`src/verilog/ocss_pkg.sv`:
```
package ocss_pkg;
    localparam int          DATA_W        = 32;
    localparam int          ADDR_W_MIN    = 18;
    // register indices as printed, byte address is four times the index
    localparam int          CFG2_IDX      = 32'h0000001d;
    localparam int          OPT_IDX       = 32'h0000ffcf;
    localparam int          STAT_IDX      = 32'h0000001e;
    localparam int          CFG2_ADDR     = CFG2_IDX * 4;
    localparam int          OPT_ADDR      = OPT_IDX * 4;
    localparam int          STAT_ADDR     = STAT_IDX * 4;
    localparam logic [7:0]  CFG2_RST      = 8'h00;
    localparam logic [7:0]  CFG2_MASK     = 8'h1f;
    localparam logic [7:0]  OPT_RST       = 8'h00;
    // config_register_two fields
    localparam int          TB_SEL_LO     = 0;
    localparam int          TB_SEL_HI     = 1;
    localparam int          STOP_RC_KEEP  = 2;
    localparam int          STOP_XT_KEEP  = 3;
    localparam int          STOP_IC_DIS   = 4;
    // option_byte fields
    localparam int          MAIN_SEL_LO   = 0;
    localparam int          MAIN_SEL_HI   = 1;
    // status fields
    localparam int          ST_IC_EN      = 2;
    localparam int          ST_RC_EN      = 3;
    localparam int          ST_XT_EN      = 4;
    localparam int          ST_STOP       = 5;
    // main source encodings
    localparam logic [1:0]  MAIN_NONE     = 2'h0;
    localparam logic [1:0]  MAIN_INTERNAL_OSC_CLOCK     = 2'h1;
    localparam logic [1:0]  MAIN_RC       = 2'h2;
    localparam logic [1:0]  MAIN_XTAL     = 2'h3;
    // timebase source encodings
    localparam logic [1:0]  TB_INTERNAL_OSC_CLOCK       = 2'h0;
    localparam logic [1:0]  TB_RC         = 2'h1;
    localparam logic [1:0]  TB_XTAL       = 2'h2;
    // synchroniser bank bit positions
    localparam int          SYNC_N        = 5;
    localparam int          SY_INTERNAL_OSC_CLOCK       = 0;
    localparam int          SY_RC         = 1;
    localparam int          SY_XTAL       = 2;
    localparam int          SY_BUS        = 3;
    localparam int          SY_AMP        = 4;
endpackage

```
`src/verilog/ocss_top.sv`:
```
// The APB slave port was decided locally.
`timescale 1ns/1ns
module ocss_top #(
    parameter int ADDR_W = 18
) (
    input  wire logic                        core_clk_in,
    input  wire logic                        arst_n_in,
    input  wire logic                        psel_in,
    input  wire logic                        penable_in,
    input  wire logic                        pwrite_in,
    input  wire logic [ADDR_W-1:0]           paddr_in,
    input  wire logic [ocss_pkg::DATA_W-1:0] pwdata_in,
    output logic      [ocss_pkg::DATA_W-1:0] prdata_out,
    output logic                             pready_out,
    output logic                             pslverr_out,
    input  wire logic [7:0]                  option_byte_in,
    input  wire logic                        internal_osc_clock_in,
    input  wire logic                        rc_osc_clock_in,
    input  wire logic                        crystal_osc_clock_in,
    input  wire logic                        crystal_amp_in,
    input  wire logic                        bus_clock_in,
    input  wire logic                        osc_enable_from_sysint_in,
    input  wire logic                        stop_mode_in,
    input  wire logic                        wait_mode_in,
    input  wire logic                        break_in,
    output logic                             main_ref_clock_out,
    output logic                             pll_ref_clock_out,
    output logic                             timebase_ref_clock_out,
    output logic                             watchdog_ref_clock_out,
    output logic                             osc_output_pin_out,
    output logic                             internal_osc_en_out,
    output logic                             rc_osc_en_out,
    output logic                             crystal_osc_en_out
);
    import ocss_pkg::*;

    if (ADDR_W < ADDR_W_MIN) begin : g_chk
        $error("ADDR_W too small for the register map");
    end

    logic [SYNC_N-1:0] raw;
    logic [SYNC_N-1:0] s1_q;
    logic [SYNC_N-1:0] s2_q;
    logic [SYNC_N-1:0] s3_q;
    logic [SYNC_N-1:0] filt_q;
    logic [7:0]        cfg_q;
    logic [7:0]        opt_q;
    logic [1:0]        main_sel_q;
    logic              cap_done_q;
    logic              stop_prev_q;
    logic              lat_rc_keep_q;
    logic              lat_xt_keep_q;
    logic              lat_ic_dis_q;
    logic              stop_entry;
    logic              rc_keep;
    logic              xt_keep;
    logic              ic_dis;
    logic              ic_en_d;
    logic              rc_en_d;
    logic              xt_en_d;
    logic              main_d;
    logic              tb_d;
    logic              acc;
    logic              hit_cfg;
    logic              hit_opt;
    logic              hit_stat;
    logic [7:0]        stat;

    // wait and break leave the oscillators alone
    assign raw = {crystal_amp_in, bus_clock_in, crystal_osc_clock_in,
                  rc_osc_clock_in, internal_osc_clock_in};

    // three stage sampling, a change counts once stages two and three agree
    always_ff @(posedge core_clk_in or negedge arst_n_in) begin
        if (!arst_n_in) begin
            s1_q   <= '0;
            s2_q   <= '0;
            s3_q   <= '0;
            filt_q <= '0;
        end else begin
            s1_q   <= raw;
            s2_q   <= s1_q;
            s3_q   <= s2_q;
            filt_q <= (filt_q & (s2_q ^ s3_q)) | (s3_q & ~(s2_q ^ s3_q));
        end
    end

    // main source captured at the first edge after reset release
    always_ff @(posedge core_clk_in or negedge arst_n_in) begin
        if (!arst_n_in) begin
            cap_done_q <= 1'b0;
            opt_q      <= OPT_RST;
            main_sel_q <= MAIN_NONE;
        end else if (!cap_done_q) begin
            cap_done_q <= 1'b1;
            opt_q      <= option_byte_in;
            main_sel_q <= option_byte_in[MAIN_SEL_HI:MAIN_SEL_LO];
        end
    end

    // stop control bits are taken as they stand on stop entry
    assign stop_entry = stop_mode_in && !stop_prev_q;
    assign rc_keep = stop_entry ? cfg_q[STOP_RC_KEEP] : lat_rc_keep_q;
    assign xt_keep = stop_entry ? cfg_q[STOP_XT_KEEP] : lat_xt_keep_q;
    assign ic_dis  = stop_entry ? cfg_q[STOP_IC_DIS]  : lat_ic_dis_q;

    always_ff @(posedge core_clk_in or negedge arst_n_in) begin
        if (!arst_n_in) begin
            stop_prev_q   <= 1'b0;
            lat_rc_keep_q <= 1'b0;
            lat_xt_keep_q <= 1'b0;
            lat_ic_dis_q  <= 1'b0;
        end else begin
            stop_prev_q   <= stop_mode_in;
            lat_rc_keep_q <= rc_keep;
            lat_xt_keep_q <= xt_keep;
            lat_ic_dis_q  <= ic_dis;
        end
    end

    always_comb begin
        ic_en_d = osc_enable_from_sysint_in
                  && !(stop_mode_in && ic_dis);
        rc_en_d = osc_enable_from_sysint_in && (main_sel_q == MAIN_RC)
                  && !(stop_mode_in && !rc_keep);
        xt_en_d = osc_enable_from_sysint_in && (main_sel_q == MAIN_XTAL)
                  && !(stop_mode_in && !xt_keep);
    end

    always_ff @(posedge core_clk_in or negedge arst_n_in) begin
        if (!arst_n_in) begin
            internal_osc_en_out <= 1'b0;
            rc_osc_en_out       <= 1'b0;
            crystal_osc_en_out  <= 1'b0;
        end else begin
            internal_osc_en_out <= ic_en_d;
            rc_osc_en_out       <= rc_en_d;
            crystal_osc_en_out  <= xt_en_d;
        end
    end

    // clock routing
    always_comb begin
        case (main_sel_q)
            MAIN_INTERNAL_OSC_CLOCK: main_d = filt_q[SY_INTERNAL_OSC_CLOCK] && internal_osc_en_out;
            MAIN_RC:   main_d = filt_q[SY_RC] && rc_osc_en_out;
            MAIN_XTAL: main_d = filt_q[SY_XTAL] && crystal_osc_en_out;
            default:   main_d = 1'b0;
        endcase
        case (cfg_q[TB_SEL_HI:TB_SEL_LO])
            TB_INTERNAL_OSC_CLOCK: tb_d = filt_q[SY_INTERNAL_OSC_CLOCK] && internal_osc_en_out;
            TB_RC:   tb_d = filt_q[SY_RC] && rc_osc_en_out
                            && (main_sel_q == MAIN_RC);
            TB_XTAL: tb_d = filt_q[SY_XTAL] && crystal_osc_en_out
                            && (main_sel_q == MAIN_XTAL);
            default: tb_d = 1'b0;
        endcase
    end

    always_ff @(posedge core_clk_in or negedge arst_n_in) begin
        if (!arst_n_in) begin
            main_ref_clock_out     <= 1'b0;
            pll_ref_clock_out      <= 1'b0;
            timebase_ref_clock_out <= 1'b0;
            watchdog_ref_clock_out <= 1'b0;
            osc_output_pin_out     <= 1'b0;
        end else begin
            main_ref_clock_out     <= main_d;
            pll_ref_clock_out      <= main_d;
            timebase_ref_clock_out <= tb_d;
            watchdog_ref_clock_out <= filt_q[SY_INTERNAL_OSC_CLOCK]
                                      && internal_osc_en_out;
            osc_output_pin_out     <= (main_sel_q == MAIN_XTAL)
                                      ? filt_q[SY_AMP]
                                      : filt_q[SY_BUS];
        end
    end

    // apb slave, one wait state
    assign acc      = psel_in && penable_in && !pready_out;
    assign hit_cfg  = paddr_in == ADDR_W'(CFG2_ADDR);
    assign hit_opt  = paddr_in == ADDR_W'(OPT_ADDR);
    assign hit_stat = paddr_in == ADDR_W'(STAT_ADDR);
    assign stat = {2'h0, stop_mode_in, crystal_osc_en_out, rc_osc_en_out,
                   internal_osc_en_out, main_sel_q};

    always_ff @(posedge core_clk_in or negedge arst_n_in) begin
        if (!arst_n_in) begin
            pready_out  <= 1'b0;
            pslverr_out <= 1'b0;
            prdata_out  <= '0;
        end else begin
            pready_out  <= acc;
            pslverr_out <= acc && !(hit_cfg || hit_opt || hit_stat);
            if (acc && !pwrite_in) begin
                if (hit_cfg) begin
                    prdata_out <= {24'h000000, cfg_q};
                end else if (hit_opt) begin
                    prdata_out <= {24'h000000, opt_q};
                end else if (hit_stat) begin
                    prdata_out <= {24'h000000, stat};
                end else begin
                    prdata_out <= '0;
                end
            end else begin
                prdata_out <= '0;
            end
        end
    end

    always_ff @(posedge core_clk_in or negedge arst_n_in) begin
        if (!arst_n_in) begin
            cfg_q <= CFG2_RST;
        end else if (psel_in && penable_in && pready_out && pwrite_in
                     && hit_cfg) begin
            cfg_q <= pwdata_in[7:0] & CFG2_MASK;
        end
    end
endmodule
```
`config.mk`:
```
export PLATFORM = sky130hd
export DESIGN_NAME = ocss_top
export DESIGN_NICKNAME = d
export VERILOG_FILES = /design/src/verilog/ocss_pkg.sv /design/src/verilog/ocss_top.sv
export SDC_FILE = /design/constraint.sdc
export NUM_CORES = 1
export LEC_CHECK = 0
export BUFFER_PORTS_ARGS = -buffer_cell sky130_fd_sc_hd__buf_2
export CAP_MARGIN = 20
export CORE_AREA = 2 2 84 86
export CTS_CLUSTER_SIZE = 30
export DETAILED_ROUTE_END_ITERATION = 12
export DIE_AREA = 0 0 86 88
export PLACE_DENSITY = 0.68
export SLEW_MARGIN = 20
export SYNTH_ARGS = -nofsm -noshare
export SYNTH_HDL_FRONTEND = slang
export SYNTH_SLANG_ARGS = --single-unit
```
`constraint.sdc`:
```
create_clock -name core_clk_in -period 2.3 [get_ports core_clk_in]
set_input_delay 0.46 -clock core_clk_in [delete_from_list [all_inputs] [get_ports core_clk_in]]
set_output_delay 0.46 -clock core_clk_in [all_outputs]
set_load 0.1 [all_outputs]
```
### Word-level counts from Yosys, hierarchy flattened

Index checks and enable logic that the tools add are counted.

| storage, ports and cells | value |
|---|---|
| bits in registers | 81 |
| bits in latches | 0 |
| bits in writable memories | 0 |
| ROM bits | 0 |
| input port bits | 72 |
| output and inout bits | 42 |
| logic and storage cells | 78 |
| memories | 0 |

| operators by class | value |
|---|---|
| add/sub/neg operators | 0 |
| multiply operators | 0 |
| div/mod/pow operators | 0 |
| order comparisons | 0 |
| equality and inequality tests | 8 |
| shift-type cells | 0 |
| multiplexer cells | 10 |
| bitwise logic cells | 5 |
| reduce and logical (&&, ||, !) cells | 33 |

Operators with widths:

| kind | number |
|---|---|
| 32-bit 2-to-1 mux | 3 |
| 18-bit by 7-bit == test with 1-bit output, second input constant | 2 |
| 1-bit logical AND | 21 |
| 18-bit == test, second input constant | 1 |
| 5-bit bitwise AND | 2 |
| 1-bit logical NOT | 9 |
| 2-bit == test, second input constant | 3 |
| 6-bit 2-to-1 mux | 1 |
| 1-bit one-hot mux with 3 select lines | 2 |
| 5-bit NOT | 1 |
| 5-bit OR | 1 |
| 5-bit XOR | 1 |
| 2-bit by 1-bit == test with 1-bit output, second input constant | 2 |
| 1-bit 2-to-1 mux | 4 |
| 2-bit logical NOT | 1 |
| 1-bit logical OR | 2 |

### Logic depth before layout (Yosys ltp)

| logic depth | value |
|---|---|
| word-level depth | 7 |
| depth in mapped cells | 5 |
| gate-level depth less buffers | 4 |

### Least setup slack after synthesis

OpenSTA, ideal clock, no wires.

| timing path | value |
|---|---|
| path type | input -> register |
| start | input paddr_in[1] |
| end | register cfg_q[0] |
| library setup time | 125 ps |
| arrival time | 1904 ps |
| path slack | 271 ps |
| stages | 5 |
| path buffers | 1 |
| cells stage by stage | or3b_1 > or2_0 > buf_2 > nor4_4 > mux2_2 |

| on the way | value |
|---|---|
| word-level cells in the longest chain between the ends | 2 |

RTL lines:

| what | line | RTL |
|---|---|---|
| from (decl) | ocss_top.sv:11 | `input wire logic [ADDR_W-1:0] paddr_in,` |
| 18-bit by 7-bit == test with 1-bit output | ocss_top.sv:181 | `assign hit_cfg = paddr_in == ADDR_W'(CFG2_ADDR);` |
| 1-bit logical AND | ocss_top.sv:215 | `&& hit_cfg) begin` |
| to (signal assigned) | ocss_top.sv:216 | `cfg_q <= pwdata_in[7:0] & CFG2_MASK;` |
| to (decl) | ocss_top.sv:46 | `logic [7:0] cfg_q;` |

Every way passes these cells.
A chain may end at the register's enable or synchronous reset.

### Worst setup path in the final report

| timing path | value |
|---|---|
| start | input paddr_in[8] |
| end | register cfg_q[1] |

Same word-level chain as after synthesis.

==> results.yml <==
synthesis:
  synth_area_um2: 2270
  synthSimpleGateAreaFrac_pct: 13.0
  synth_seq_cells: 55
  synth_adder_area_share_pct: 2.21
  syn_area_per_cell_um2: 12.9
  synth_compound_area_share_pct: 5.62
  yosys.cell_types.count: 39
  synth_top_area_share_pct: 60.6
  synth-seq-area-share_pct: 60.6
  yosys.area_share.xor_xnor_pct: 0
  ys_warn_count: 0
  synthCells: 176
  synthMuxAreaShare_pct: 8.88
  synth_area_leaders: "dfrtp_1, buf_4, mux2_2"
  post-synth-top-area-cell: "dfrtp_1"
  synth_top_family_by_area: "simple AND/OR/NAND/NOR gates"
timing:
  clock_skew_ns: 0.00759
  rsz0062_at_grt: "false"
  hold_viol_final: 0
  fin_setup_tns_ns: 0
  slew_violations: 0
  setup_viol: 0
  finalCriticalPeriod_ns: 1.83
  fmax_mhz: 548
  slew_headroom_pct: 56.4
  fin_ws_ns: 0.474
  period_share_pct: 79.4
  tightestPinTransition_ns: 0.654
clock_network:
  clkSlewWorstSetupHoldPaths_ns: 0.10
  clock_path_buffers: 2
  clock-sinks: 55
  insertion_delay_ns: 0.31
  cts_tree: "yes"
  ctsRootBufferMaster: "clkbuf_8"
  post_cts_resized: 0
  cts_buffers: 5
  cts_setup_buffers: 0
  htreeDepth: 2
  cts_hold_buffers: 0
critical_path:
  cp.required_ns: 2.50
  cp_max_fo: 5
  critPathArrivalTime_ns: 2.02
  ff2ff_path_depth: 3
  start_kind: "primary input"
  cp-end-kind: "register"
  criticalPathCategory: "primary input to register"
cells_and_area:
  final_core_util_pct: 40.8
  drive_gt1_share_pct: 38.0
  antenna_cells: 0
  syn_to_final_growth_pct: 19.4
  multi_input_area_um2: 768
  seq_area_um2: 1380
  finalNetCount: 316
  nFillCells: 656
  layout.cells.non_filler: 325
place:
  dp_slack_ns: 0.133
  io_buffers: 60
  dp_hpwl_um: 3430
  dp.cells: 317
  globalplace.congestion: 0.845
run:
  cap_violations: 0
global_routing:
  grt_overflow: 0
  grt_pass1_vias: 1397
  grt_pass1_wl_um: 6840
  track_usage_pct: 11.7
  grt_max_degree: 30
  antenna_found_initial: 0
drt:
  routed_wl_um: 4280
  wl_per_cell_um: 13.2
  route.detailed.drc: 0
  vias_per_cell: 4.59
  drt-pass1-iter-count: 4
  drtIter0Drc: 101
  vias: 1492
  final_antenna_net_count: 0
outcome:
  status: "finished, final reports clean"
floorplan:
  core_area_um2: 6640
  die_x_um: 86
  pin_count: 114
  row_count: 30
  die_area_um2: 7570
  die_y_um: 88
  start_util_pct: 34.2
power_and_ir_drop:
  ir_drop_uv: 242
  leakagePower_nw: 1.31
  powerDensity_nw_per_um2: 737
hold_path:
  hold_path.class: "primary input to asynchronous set/reset pin"
path summary, 6_finish.rpt:
kind	from	to	slack, ns
max in group asynchronous	arst_n_in	internal_osc_en_out$_DFF_PN0_	1.57
min in group core_clk_in	bus_clock_in	s1_q[3]$_DFF_PN0_	0.24
min reg2reg	s1_q[2]$_DFF_PN0_	s2_q[2]$_DFF_PN0_	0.36
max	paddr_in[8]	cfg_q[1]$_DFFE_PN0P_	0.47
max reg2reg	pready_out$_DFF_PN0_	cfg_q[1]$_DFFE_PN0P_	1.00
min	arst_n_in	s1_q[3]$_DFF_PN0_	0.16
kinds of logic after synthesis:
family                   count (synthesis)
other                                    2
multiplexers                            18
flip-flops                              55
AND/OR/NAND/NOR                         48
AO/OA/AOI/OAI                           17
buffers and inverters                   31
adder cells (fa/ha/maj)                  5
synth_stat cells:
| library cell | count |
|---|---|
| conb_1 | 2 |
| nor4_4 | 1 |
| a311oi_1 | 2 |
| o21a_1 | 2 |
| nor4b_1 | 3 |
| o31ai_1 | 1 |
| a31oi_1 | 1 |
| and4_1 | 1 |
| o21ai_0 | 3 |
| o211ai_1 | 3 |
| or3b_2 | 1 |
| nand2b_1 | 1 |
| nand4b_1 | 1 |
| a211oi_1 | 1 |
| nor4_2 | 1 |
| buf_4 | 25 |
| mux2i_1 | 1 |
| mux2_2 | 16 |
| nand3_1 | 9 |
| nor4_1 | 2 |
| nand2_1 | 7 |
| nor2b_1 | 1 |
| a21boi_0 | 1 |
| buf_2 | 1 |
| and3_1 | 1 |
| o2111a_1 | 1 |
| inv_1 | 3 |
| a22oi_1 | 1 |
| mux2_1 | 1 |
| nor2_1 | 5 |
| or2_0 | 1 |
| dfrtp_1 | 55 |
| clkbuf_1 | 2 |
| nor3_1 | 4 |
| o211a_1 | 1 |
| maj3_1 | 5 |
| nand4_1 | 7 |
| and3b_1 | 1 |
| or3b_1 | 1 |
critical path: stages:
cell,delay [ns]
buf_2,0.11
nor4b_1,0.35
nand4_1,0.24
nor4_4,0.47
mux2_2,0.39
flip-flops by register name, indices dropped and copies added (netlist names), 5 cells and up, named ones only:
name,flops
s3_q,5
s1_q,5
s2_q,5
cfg_q,5
opt_q,8
prdata_out,8
power by group:
| group | leakage, nW | switching [mW] | internal, mW |
|---|---|---|---|
| Combinational | 0.578 | 0.323 | 0.0733 |
| Clock | 0.0467 | 0.328 | 0.226 |
| Sequential | 0.690 | 0.0317 | 1.01 |
| Total | 1.31 | 0.683 | 1.31 |
area by class of cell:
class | count | area share, %
sequential | 55 | 50.8
clock buffer | 5 | 2.54
multi-input combinational | 113 | 28.3
tap | 80 | 3.69
timing repair buffer | 66 | 13.2
clock inverter | 3 | 1.02
inverter | 3 | 0.416
stage by stage:
stage | cell area (um^2) | total power, mW | hold slack (ns)
final | 2710 | 2.00 | 0.162
after global routing | 2710 | 2.08 | 0.214
after CTS | 2710 | 2.02 | 0.181
after detailed placement | 2610 | 1.47 | 0.335
after global placement | 2610 | 1.46 | 0.333
after floorplan | 2360 | 1.40 | 0.164
placed cells by master (no fill, tap or decap), types with 4 or more instances in the layout:
master / Yosys / routed
buf_2: 1 / 60
buf_4: 25 / 5
clkbuf_8: 0 / 5
conb_1: 2 / 25
dfrtp_1: 55 / 55
maj3_1: 5 / 5
mux2_2: 16 / 16
nand2_1: 7 / 7
nand3_1: 9 / 9
nand4_1: 7 / 7
nor2_1: 5 / 5
nor3_1: 4 / 4
layer usage:
layer,global-route usage [%],vias up,share of wire (%)
met5,0,-,0
met4,3.90,0,1.1
met3,4.24,7,8.1
met2,17.9,56,48
met1,15.7,709,43
li1,-,720,-
No activity file was read; power rests on OpenSTA's default activity.
